$ cat src/hdl/lpm_regs.svh
// constants of the low-power mode controller: opcodes, counts, field positions, reset values
// assumes it is included by bare name from the design files that need it
// How it works
// - wait stops the cpu only; peripherals run, state other than mask kept
// - entering wait clears the interrupt mask
// - wait ends on interrupt or reset, then service routine or reset vector
// - wake service sets mask for the routine; popping the saved code restores it
// - active halt chosen by timebase enable, or overflow enable with clock select 01
// - active halt ends only on lite or auto-reload timer interrupt, or reset
// - reset ending active halt waits 64 cycles before reset vector fetch
// - interrupt ending active halt services it at once, no delay
// - entering active halt clears the mask; pending interrupt wakes immediately
// - active halt runs main oscillator and selected timer only
// - active halt with option cleared gives no watchdog reset on halt
// - halt without active halt selected enters plain halt
// - halt exit restarts oscillator, waits 64 cycles, then services or fetches vector
// - entering halt forces mask to zero; pending interrupt wakes immediately
// - halt stops main oscillator and all peripherals
// - halt with watchdog on may give a watchdog reset, per option bit
// - opcode 8e decodes as the halt instruction
// - halt with auto-wake enable set enters auto-wake halt on the rc clock
// - rc clock goes through fixed divider then programmable prescaler to end delay
// - delay end sets flag, raises interrupt, restarts oscillator, waits 64, services
// - reading the auto-wake control register clears flag and its interrupt
// - measure bit in run enables rc and routes it to timer capture
// - auto-wake halt also exits on halt-capable interrupt or reset
// - fixed divider is 64; prescaler 1..255 divides by value; zero forbidden
// - flag bit 2, measure bit 1, enable bit 0; flag not writable
`ifndef LPM_REGS_SVH
`define LPM_REGS_SVH

`define LPM_HALT_OPCODE      8'h8e
`define LPM_STARTUP_CYCLES   7'd64
`define LPM_AWU_FIXED_DIV    7'd64
`define LPM_PRESC_RESET      8'hff
`define LPM_PRESC_FORBIDDEN  8'h00
`define LPM_CTRL_RESET       3'h0
`define LPM_MASK_RESET       1'b1
`define LPM_FLAG_BIT         2
`define LPM_MEAS_BIT         1
`define LPM_EN_BIT           0

`endif

$ cat src/hdl/lpm_pkg.sv
// types shared by the low-power mode controller files
// assumes nothing beyond a SystemVerilog compiler
package lpm_pkg;

    // one-hot operating modes
    typedef enum logic [5:0] {
        MODE_RUN         = 6'b000001,
        MODE_WAIT        = 6'b000010,
        MODE_ACTIVE_HALT = 6'b000100,
        MODE_HALT        = 6'b001000,
        MODE_AWU_HALT    = 6'b010000,
        MODE_STARTUP     = 6'b100000
    } lpm_state_e;

    typedef logic [7:0] presc_t;

endpackage

$ cat src/hdl/awu_if.sv
// carrier between the mode controller and its auto-wake timer
// assumes both ends share clock_in
`timescale 1ns/1ps
interface awu_if;
    logic                 rc_tick;  // one-cycle pulse per synchronised rc rising edge
    logic                 run;      // count while high, clear while low
    lpm_pkg::presc_t      presc;    // programmed division factor
    logic                 expire;   // one-cycle pulse at end of delay

    modport ctrl  (output rc_tick, output run, output presc, input expire);
    modport timer (input rc_tick, input run, input presc, output expire);
endinterface

$ cat src/hdl/low_power_mode_controller.sv
// low-power mode controller: wait, active halt, halt and auto-wake halt with their exits
// assumes cpu strobes are one-cycle pulses on clock_in; awu_rc_clk_in is asynchronous
`timescale 1ns/1ps
`include "lpm_regs.svh"
module low_power_mode_controller (
    input  wire logic                clock_in,
    input  wire logic                rst_n_in,
    // cpu instruction side
    input  wire logic                opcode_valid_in,
    input  wire logic [7:0]          opcode_in,
    input  wire logic                wait_instruction_in,
    input  wire logic                ccr_pop_in,
    input  wire logic                ccr_pop_mask_in,
    // mode selection from the timers
    input  wire logic                timebase_irq_enable_in,
    input  wire logic                overflow_irq_enable_in,
    input  wire logic                autoreload_clk_sel_hi_in,
    input  wire logic                autoreload_clk_sel_lo_in,
    // watchdog
    input  wire logic                watchdog_enabled_in,
    input  wire logic                watchdog_on_halt_option_in,
    // wake sources
    input  wire logic                irq_pending_in,
    input  wire logic                halt_wake_irq_in,
    input  wire logic                timer_wake_irq_in,
    input  wire logic                reset_req_in,
    // auto-wake control and prescaler access
    input  wire logic                ctrl_write_in,
    input  wire logic [7:0]          ctrl_wdata_in,
    input  wire logic                ctrl_read_in,
    input  wire logic                presc_write_in,
    input  wire lpm_pkg::presc_t     presc_wdata_in,
    input  wire logic                awu_rc_clk_in,
    // outputs
    output lpm_pkg::lpm_state_e      mode_out,
    output logic                     cpu_stop_out,
    output logic                     interrupt_mask_out,
    output logic                     main_osc_enable_out,
    output logic                     periph_clk_enable_out,
    output logic                     timer_clk_enable_out,
    output logic                     awu_rc_enable_out,
    output logic                     capture_route_awu_out,
    output logic                     service_irq_out,
    output logic                     fetch_reset_vector_out,
    output logic                     watchdog_reset_out,
    output logic [7:0]               auto_wake_ctrl_status_out,
    output lpm_pkg::presc_t          auto_wake_prescaler_out,
    output logic                     auto_wake_irq_out
);
    import lpm_pkg::*;

    awu_if awu ();

    lpm_state_e state_r;
    lpm_state_e state_nxt;
    logic [6:0] startup_cnt_r;
    logic [6:0] startup_cnt_nxt;
    logic       cause_reset_r;       // wake cause held through the start-up delay
    logic       cause_reset_nxt;
    logic       mask_r;
    logic       mask_nxt;
    logic       service_r;
    logic       service_nxt;
    logic       fetch_r;
    logic       fetch_nxt;
    logic       wdg_rst_r;
    logic       wdg_rst_nxt;
    logic       flag_r;
    logic       flag_nxt;
    logic       measure_r;
    logic       measure_nxt;
    logic       awu_en_r;
    logic       awu_en_nxt;
    presc_t     presc_r;
    presc_t     presc_nxt;
    logic [7:0] rdata_r;
    logic [7:0] rdata_nxt;
    logic [2:0] rc_sync_r;
    logic       rc_level_r;
    logic       rc_level_nxt;
    logic       rc_tick;
    logic       halt_decode;
    logic       active_sel;
    logic       enter_low;

    // assemble the visible control/status byte
    function automatic logic [7:0] ctrl_byte(input logic flag, input logic meas, input logic en);
        logic [7:0] b;
        b                = 8'h00;
        b[`LPM_FLAG_BIT] = flag;
        b[`LPM_MEAS_BIT] = meas;
        b[`LPM_EN_BIT]   = en;
        return b;
    endfunction

    // rc pin: three stages, a level change counts only when stages two and three agree
    always_comb begin
        rc_level_nxt = rc_level_r;
        if (rc_sync_r[1] == rc_sync_r[2]) begin
            rc_level_nxt = rc_sync_r[2];
        end
    end

    always_ff @(posedge clock_in or negedge rst_n_in) begin
        if (!rst_n_in) begin
            rc_sync_r  <= 3'h0;
            rc_level_r <= 1'b0;
        end else begin
            rc_sync_r  <= {rc_sync_r[1:0], awu_rc_clk_in};
            rc_level_r <= rc_level_nxt;
        end
    end

    assign rc_tick = rc_level_nxt & ~rc_level_r;

    // timer runs only while the rc oscillator is on in auto-wake halt
    assign awu.rc_tick = rc_tick;
    assign awu.run     = (state_r == MODE_AWU_HALT);
    assign awu.presc   = presc_r;

    awu_timer u_awu_timer (
        .clock_in (clock_in),
        .rst_n_in (rst_n_in),
        .awu      (awu)
    );

    // halt decode and mode selection
    assign halt_decode = opcode_valid_in & (opcode_in == `LPM_HALT_OPCODE);
    assign active_sel  = timebase_irq_enable_in |
                         (overflow_irq_enable_in & ~autoreload_clk_sel_hi_in & autoreload_clk_sel_lo_in);

    // mode sequencer
    always_comb begin
        state_nxt       = state_r;
        startup_cnt_nxt = startup_cnt_r;
        cause_reset_nxt = cause_reset_r;
        service_nxt     = 1'b0;
        fetch_nxt       = 1'b0;
        wdg_rst_nxt     = 1'b0;
        enter_low       = 1'b0;
        case (state_r)
            MODE_RUN: begin
                if (reset_req_in) begin
                    fetch_nxt = 1'b1;
                end else if (wait_instruction_in) begin
                    state_nxt = MODE_WAIT;
                    enter_low = 1'b1;
                end else if (halt_decode) begin
                    if (active_sel) begin
                        state_nxt = MODE_ACTIVE_HALT;
                        enter_low = 1'b1;
                    end else if (watchdog_enabled_in && !watchdog_on_halt_option_in) begin
                        wdg_rst_nxt = 1'b1;
                    end else if (awu_en_r) begin
                        state_nxt = MODE_AWU_HALT;
                        enter_low = 1'b1;
                    end else begin
                        state_nxt = MODE_HALT;
                        enter_low = 1'b1;
                    end
                end
            end
            MODE_WAIT: begin
                if (reset_req_in) begin
                    state_nxt = MODE_RUN;
                    fetch_nxt = 1'b1;
                end else if (irq_pending_in) begin
                    state_nxt   = MODE_RUN;
                    service_nxt = 1'b1;
                end
            end
            MODE_ACTIVE_HALT: begin
                if (reset_req_in) begin
                    state_nxt       = MODE_STARTUP;
                    cause_reset_nxt = 1'b1;
                    startup_cnt_nxt = 7'd0;
                end else if (timer_wake_irq_in) begin
                    state_nxt   = MODE_RUN;
                    service_nxt = 1'b1;
                end
            end
            MODE_HALT, MODE_AWU_HALT: begin
                startup_cnt_nxt = 7'd0;
                if (reset_req_in) begin
                    state_nxt       = MODE_STARTUP;
                    cause_reset_nxt = 1'b1;
                end else if (halt_wake_irq_in || awu.expire) begin
                    state_nxt       = MODE_STARTUP;
                    cause_reset_nxt = 1'b0;
                end
            end
            MODE_STARTUP: begin
                // a reset during the delay overrides a pending interrupt wake
                if (reset_req_in) begin
                    cause_reset_nxt = 1'b1;
                end
                startup_cnt_nxt = startup_cnt_r + 7'd1;
                if (startup_cnt_r == `LPM_STARTUP_CYCLES - 7'd1) begin
                    state_nxt   = MODE_RUN;
                    fetch_nxt   = cause_reset_r | reset_req_in;
                    service_nxt = ~(cause_reset_r | reset_req_in);
                end
            end
            default: begin
                state_nxt = MODE_RUN;
            end
        endcase
    end

    // interrupt mask: cleared on entry, set for the wake routine, restored on pop
    always_comb begin
        mask_nxt = mask_r;
        if (ccr_pop_in) begin
            mask_nxt = ccr_pop_mask_in;
        end
        if (enter_low) begin
            mask_nxt = 1'b0;
        end
        if (service_r) begin
            mask_nxt = 1'b1;
        end
    end

    // auto-wake control, flag and prescaler
    always_comb begin
        flag_nxt    = flag_r;
        measure_nxt = measure_r;
        awu_en_nxt  = awu_en_r;
        presc_nxt   = presc_r;
        rdata_nxt   = rdata_r;
        if (ctrl_read_in) begin
            rdata_nxt = ctrl_byte(flag_r, measure_r, awu_en_r);
            flag_nxt  = 1'b0;
        end
        if (awu.expire) begin
            flag_nxt = 1'b1;
        end
        if (ctrl_write_in) begin
            measure_nxt = ctrl_wdata_in[`LPM_MEAS_BIT];
            awu_en_nxt  = ctrl_wdata_in[`LPM_EN_BIT];
        end
        // the forbidden zero factor is refused, old value stays
        if (presc_write_in && presc_wdata_in != `LPM_PRESC_FORBIDDEN) begin
            presc_nxt = presc_wdata_in;
        end
    end

    always_ff @(posedge clock_in or negedge rst_n_in) begin
        if (!rst_n_in) begin
            state_r       <= MODE_RUN;
            startup_cnt_r <= 7'd0;
            cause_reset_r <= 1'b0;
            mask_r        <= `LPM_MASK_RESET;
            service_r     <= 1'b0;
            fetch_r       <= 1'b0;
            wdg_rst_r     <= 1'b0;
            flag_r        <= 1'b0;
            measure_r     <= 1'b0;
            awu_en_r      <= 1'b0;
            presc_r       <= `LPM_PRESC_RESET;
            rdata_r       <= 8'h00;
        end else begin
            state_r       <= state_nxt;
            startup_cnt_r <= startup_cnt_nxt;
            cause_reset_r <= cause_reset_nxt;
            mask_r        <= mask_nxt;
            service_r     <= service_nxt;
            fetch_r       <= fetch_nxt;
            wdg_rst_r     <= wdg_rst_nxt;
            flag_r        <= flag_nxt;
            measure_r     <= measure_nxt;
            awu_en_r      <= awu_en_nxt;
            presc_r       <= presc_nxt;
            rdata_r       <= rdata_nxt;
        end
    end

    // clock gating per mode; software must already sit on a slow rc clock before halt
    assign main_osc_enable_out   = (state_r == MODE_RUN) || (state_r == MODE_WAIT) ||
                                   (state_r == MODE_ACTIVE_HALT) || (state_r == MODE_STARTUP);
    assign periph_clk_enable_out = (state_r == MODE_RUN) || (state_r == MODE_WAIT);
    assign timer_clk_enable_out  = periph_clk_enable_out || (state_r == MODE_ACTIVE_HALT);
    assign capture_route_awu_out = measure_r && (state_r == MODE_RUN);
    assign awu_rc_enable_out     = capture_route_awu_out || (state_r == MODE_AWU_HALT);

    assign mode_out                  = state_r;
    assign cpu_stop_out              = (state_r != MODE_RUN);
    assign interrupt_mask_out        = mask_r;
    assign service_irq_out           = service_r;
    assign fetch_reset_vector_out    = fetch_r;
    assign watchdog_reset_out        = wdg_rst_r;
    assign auto_wake_ctrl_status_out = rdata_r;
    assign auto_wake_prescaler_out   = presc_r;
    assign auto_wake_irq_out         = flag_r;
endmodule

$ cat src/hdl/awu_timer.sv
// auto-wake delay timer: fixed divide-by-64, then 8-bit programmable prescaler
// assumes rc_tick is already synchronised to clock_in
`timescale 1ns/1ps
`include "lpm_regs.svh"
module awu_timer (
    input  wire logic clock_in,
    input  wire logic rst_n_in,
    awu_if.timer      awu
);
    import lpm_pkg::*;

    logic [5:0] div_r;
    logic [5:0] div_nxt;
    logic [7:0] presc_cnt_r;
    logic [7:0] presc_cnt_nxt;
    logic       expire_r;
    logic       expire_nxt;

    // divider wraps every 64 rc edges, prescaler counts wraps up to its factor
    always_comb begin
        div_nxt       = div_r;
        presc_cnt_nxt = presc_cnt_r;
        expire_nxt    = 1'b0;
        if (!awu.run) begin
            div_nxt       = 6'h00;
            presc_cnt_nxt = 8'h00;
        end else if (awu.rc_tick) begin
            div_nxt = div_r + 6'h01;
            if ({1'b0, div_r} == `LPM_AWU_FIXED_DIV - 7'd1) begin
                if (presc_cnt_r + 8'h01 >= awu.presc) begin
                    presc_cnt_nxt = 8'h00;
                    expire_nxt    = 1'b1;
                end else begin
                    presc_cnt_nxt = presc_cnt_r + 8'h01;
                end
            end
        end
    end

    always_ff @(posedge clock_in or negedge rst_n_in) begin
        if (!rst_n_in) begin
            div_r       <= 6'h00;
            presc_cnt_r <= 8'h00;
            expire_r    <= 1'b0;
        end else begin
            div_r       <= div_nxt;
            presc_cnt_r <= presc_cnt_nxt;
            expire_r    <= expire_nxt;
        end
    end

    assign awu.expire = expire_r;
endmodule

$ cat config.mk
export PLATFORM = sky130hd
export DESIGN_NAME = low_power_mode_controller
export DESIGN_NICKNAME = d
export VERILOG_FILES = /design/src/hdl/lpm_pkg.sv /design/src/hdl/awu_if.sv /design/src/hdl/low_power_mode_controller.sv /design/src/hdl/awu_timer.sv
export VERILOG_INCLUDE_DIRS = /design/src /design/src/hdl
export SDC_FILE = /design/constraint.sdc
export NUM_CORES = 1
export LEC_CHECK = 0
export CORE_MARGIN = 2
export CORE_UTILIZATION = 30
export CTS_BUF_LIST = sky130_fd_sc_hd__clkbuf_4
export DETAILED_ROUTE_END_ITERATION = 8
export DONT_BUFFER_PORTS = 1
export GPL_ROUTABILITY_DRIVEN = 0
export SLEW_MARGIN = 20
export SYNTH_ARGS = -nofsm -noshare
export SYNTH_HDL_FRONTEND = slang
export SYNTH_HIERARCHICAL = 1
export SYNTH_SLANG_ARGS = --single-unit
$ cat constraint.sdc
create_clock -name clock_in -period 2.8 [get_ports clock_in]
set_clock_uncertainty 0.1 [all_clocks]
set_input_delay 0.7 -clock clock_in [delete_from_list [all_inputs] [get_ports clock_in]]
set_output_delay 0.7 -clock clock_in [all_outputs]
set_load 0.01 [all_outputs]
* Yosys cells after proc, flatten, opt, wreduce, memory -nomap -nowiden
Cells that the tools add are included.
** Cells by class
- $add $sub $neg :: 3
- $mul :: 0
- Divide/modulo/power cells :: 0
- Order comparisons :: 1
- Eq/ne operators :: 22
- Shift operators :: 0
- Multiplexer cells :: 57
- Bitwise logic cells :: 9
- Reduce and logical (&&, ||, !) cells :: 21
** Operators with widths (count)
- $mux 6 :: 14
- $mux 1 :: 32
- $mux 8 :: 4
- $pmux 6 s5 :: 1
- $pmux 7 s3 :: 1
- $eq 6x6->1 const B :: 2
- $ne 3x3->1 const B :: 4
- $ne 2x2->1 const B :: 5
- $add 8x1->8 const B :: 1
- $eq 8x8->1 const B :: 1
- $ge 8x8->1 :: 1
- $reduce_bool 8->1 :: 1
- $add 7x1->7 const B :: 1
- $eq 7x6->1 const B :: 1
- $mux 7 :: 1
- $reduce_and 7->1 :: 1
- $add 6x1->6 const B :: 1
- $eq 6x1->1 const B :: 1
- $eq 6x2->1 const B :: 1
- $eq 6x3->1 const B :: 1
- $eq 6x4->1 const B :: 1
- $eq 6x5->1 const B :: 1
- $ne 6x1->1 const B :: 1
- $reduce_bool 3->1 :: 2
- 16 further kinds :: 33
** Storage, ports and cells
- Register bits after elaboration :: 51
- Bits in latches :: 0
- Bits in writable memories :: 0
- Memory bits (read-only) :: 0
- Input bits :: 44
- Output and inout port bits :: 33
- Word-level logic and storage cells :: 130
- Memories kept :: 0

* Longest topological paths before layout
- Word-level depth :: 11
- Mapped depth :: 12

* By module
Netlist, hierarchy kept.
** By module, submodules not included
- low_power_mode_controller :: times used 1, cells an instance 195, area each 1903.1 µm², seq. area each 913.4 µm²
- awu_timer :: times used 1, cells an instance 116, area each 1026.0 µm², seq. area each 375.4 µm²

* Worst setup path after synthesis
No wires, ideal clock.
- Path type :: input to register
- Start :: in opcode_in[5]
- End :: reg state_r[4], in the netlist mode_out[4]
- Library setup time :: 0.125 ns
- Arrival time :: 2.120 ns
- Required time :: 2.575 ns
- Path slack :: 0.455 ns
- Cell stages on the path :: 5
- Cells stage by stage :: nor4b_1 -> and4_1 -> a21oi_1 -> a2111oi_2 -> mux2_4
** Between the ends
- Word-level cells in the longest chain between the ends :: 4
** RTL lines
- start: declaration :: RTL line low_power_mode_controller.sv:10 : input wire logic [7:0] opcode_in,
- $eq 8x8->1 (no line)
- $and 1x1->1 :: RTL line low_power_mode_controller.sv:128 : assign halt_decode = opcode_valid_in & (opcode_in == `LPM_HALT_OPCODE);
- $ne 3x3->1 (no line)
- $reduce_and 7->1 (no line)
- end signal: assignment :: RTL line low_power_mode_controller.sv:263 : state_r <= state_nxt;
- end: declaration :: RTL line low_power_mode_controller.sv:54 : lpm_state_e state_r;
No other way between the ends.
A chain may end at the register's enable or synchronous reset.

* Worst setup path after layout
- Start :: reg state_r[5], in the netlist mode_out[5]
- End :: out awu_rc_enable_out
** Between the ends
- Word-level cells in the longest chain between the ends :: 3
** RTL lines
- $eq 6x1->1 :: RTL line low_power_mode_controller.sv:283 : assign capture_route_awu_out = measure_r && (state_r == MODE_RUN);
- $logic_and 1x1->1 :: RTL line low_power_mode_controller.sv:283
- net capture_route_awu_out :: RTL line low_power_mode_controller.sv:42 : output logic capture_route_awu_out,
- $logic_or 1x1->1 :: RTL line low_power_mode_controller.sv:284 : assign awu_rc_enable_out = capture_route_awu_out || (state_r == MODE_AWU_HALT);
- end: declaration :: RTL line low_power_mode_controller.sv:41 : output logic awu_rc_enable_out,
The timed path passes the listed nets, and every way through them passes these cells.

==> flow_summary.toml <==
[place]
dpl.hpwl_um = 4410
dp_cells = 436
place_ws_ps = 283
dpl-instance-area_um2 = 3010
io_buffers = 0

[routing]
drc_errors = 0
via_per_inst = 4.83
drtPass1Iterations = 4
drtIter0Drc = 87
ant_nets = 0
routedWlPerCell_um = 13.5
totalWireLength_um = 6000
vias = 2151

[logic_synthesis]
synthCells = 311
seq_area_frac_synth_pct = 44.0
yosys_register_bits = 51
yosysMostFrequentCell = "nand2_1"
synth.top_cells.by_area = "dfrtp_1, dfstp_2, nand2_1, ha_1, o21ai_0"
synth_area_um2 = 2930
async_reset_ff_share_pct = 100
synth_edf_count = 0
yosys.area.top_type = "dfrtp_1"
synth_flop_cell = "dfrtp_1"
ys_types = 62
post_synth.cell_area_avg_um2 = 9.42
yosys.area.top_type_share_pct = 35.0
ys_warn_count = 6
synth_common_cells = "nand2_1, dfrtp_1, inv_1"

[sta]
finalSetupViolCount = 0
fin_setup_tns_ps = 0
worstMarginPinSlew_ps = 659
whs_ps = 40.1
hold_viol_final = 0
relSlewSlack_pct = 55.6
drv_slew = 0
finalCriticalPeriod_ps = 2630
timing.final.crit_share_pct = 94.1
max_freq_mhz = 380
rsz0062_at_grt = "false"
finalWorstSetupSlack_ps = 165

[clock_network]
root_buffer = "clkbuf_4"
cts-root-to-sink-buffers = 2
cts_tree = "done"
worstSkewPairLatency_ps = 370
path_clk_slew_ps = 150
htree_num_levels = 2
clock_sinks = 51
numCtsBuffers = 5

[die]
num_io_pins = 77
placementRows = 36
dieHeight_um = 103
die-area_um2 = 10600
initial_core_util_pct = 30.4
fp.dieW_um = 103
coreArea_um2 = 9640

[global_route]
grt.total_usage_pct = 12.3
grt_pass1_vias = 2234
antenna_found_initial = 0
grt_pass1_wl_um = 10300
grt.overflow.total = 0
grt_max_degree = 42

[job]
cap_violations = 0

[power]
leakagePower_nw = 1.43
power_density_nw_per_um2 = 707
ir_drop_uv = 390
p_total_mw = 2.22

[worst_setup_path]
crit_arrival_ps = 1830
slowest_stage = "dfrtp_1"
start_kind = "register"
crit_start = "mode_out[5]$_DFFE_PN0P_"
path_cells = "nor4_1, buf_4, and3_1, or2_2"
slowest_delay_ps = 690
ff2ff_path_depth = 10
crit_path_max_fanout = 10
r2r_slack_ps = 260
critPathKind = "reg2out"
worst_ep_required_time_ps = 2000
r2r-start = "u_awu_timer/presc_cnt_r[1]$_DFFE_PN0P_"
cp-end-kind = "output pin"

[min_path]
hold_path_class = "in2async"

[cells_and_area]
fill_cells = 1042
antenna_cells = 0
utilization_pct = 32.6
multi_input_area_um2 = 1460
register_area_um2 = 1290
area_growth_pct = 7.39
fin_cells = 445
final_layout_size_suffix_gt1_share_pct = 16.3
nets = 366
stdcell_area_um2 = 3150

[run_status]
outcome = "finished, final reports clean"
[cell type report]
| type | instances | share of cell area (%) |
|---|---|---|
| flip-flops and latches | 51 | 41.0 |
| well taps | 133 | 5.29 |
| repair buffers | 6 | 1.83 |
| inverters | 19 | 2.27 |
| clock buffers | 5 | 1.19 |
| clock inverters | 3 | 2.15 |
| multi-input cells | 228 | 46.3 |
[placed cells by master, fill, tap and decap left out, types with 4 or more instances in the layout]
master	netlist	layout
nand2_1	58	58
xor2_1	4	4
clkbuf_4	0	5
dfstp_2	10	10
a21oi_1	4	4
buf_4	7	5
nand4_1	8	8
o21ai_0	17	17
nand2b_1	5	5
nand3_1	10	10
xnor2_1	4	4
or2_2	4	4
and2_1	4	4
inv_1	19	19
nor2_1	16	16
o21a_1	5	5
nor3_1	4	4
nor2b_1	5	5
ha_1	11	11
a31oi_1	4	4
mux2_2	5	5
conb_1	1	5
dfrtp_1	41	40
[state kept, by name, indices dropped and copies added (netlist names)]
name                       cells
watchdog_reset_out             1
u_awu_timer/presc_cnt_r        8
startup_cnt_r                  7
u_awu_timer/div_r              6
auto_wake_ctrl_status_out      3
mode_out                       6
measure_r                      1
fetch_reset_vector_out         1
rc_sync_r                      3
awu_en_r                       1
auto_wake_prescaler_out        8
u_awu_timer/awu.expire         1
auto_wake_irq_out              1
interrupt_mask_out             1
rc_level_r                     1
cause_reset_r                  1
service_irq_out                1
[worst paths after layout]
check,to
min in group clock_in,rc_sync_r[0]$_DFF_PN0_
max in group asynchronous,mode_out[4]$_DFFE_PN0P_
min,interrupt_mask_out$_DFFE_PN1P_
min reg2reg,rc_sync_r[1]$_DFF_PN0_
max reg2reg,u_awu_timer/presc_cnt_r[4]$_DFFE_PN0P_
max,awu_rc_enable_out
[report_power, final]
group	internal, mW	switching, mW	total [mW]
clock network	0.278	0.241	0.519
registers	0.854	0.166	1.02
logic	0.302	0.382	0.684
[kinds of logic after synthesis]
logic type | share of synthesized area [%]
buffers and inverters | 7.18
other | 0.128
AND/OR/NAND/NOR | 25.2
adder cells (fa/ha/maj) | 5.04
AO/OA/AOI/OAI | 12.1
XOR/XNOR | 2.95
flip-flops | 44.0
multiplexers | 3.46
[worst max-delay path, delay by kind of cell (launching register included)]
kind                   cells  cell delay [ps]
buffers and inverters      1              170
flip-flops                 1              690
AND/OR/NAND/NOR            3              610
[layer usage]
metal / track usage (%) / vias up / part of all wire (%)
met5: 0 / - / 0
met4: 4.55 / 0 / 1.7
met3: 3.32 / 8 / 6.2
met2: 21.3 / 57 / 48
met1: 14.8 / 1025 / 44
li1: - / 1061 / -
[what timing repair did]
item | in CTS | in global routing
buffers inserted | 0 | 0
hold endpoints to repair | 41 | 0
setup endpoints to repair | 2 | 1
hold buffers | 1 | 0
resized for setup | 1 | 2
No activity file was read; power rests on OpenSTA's default activity.
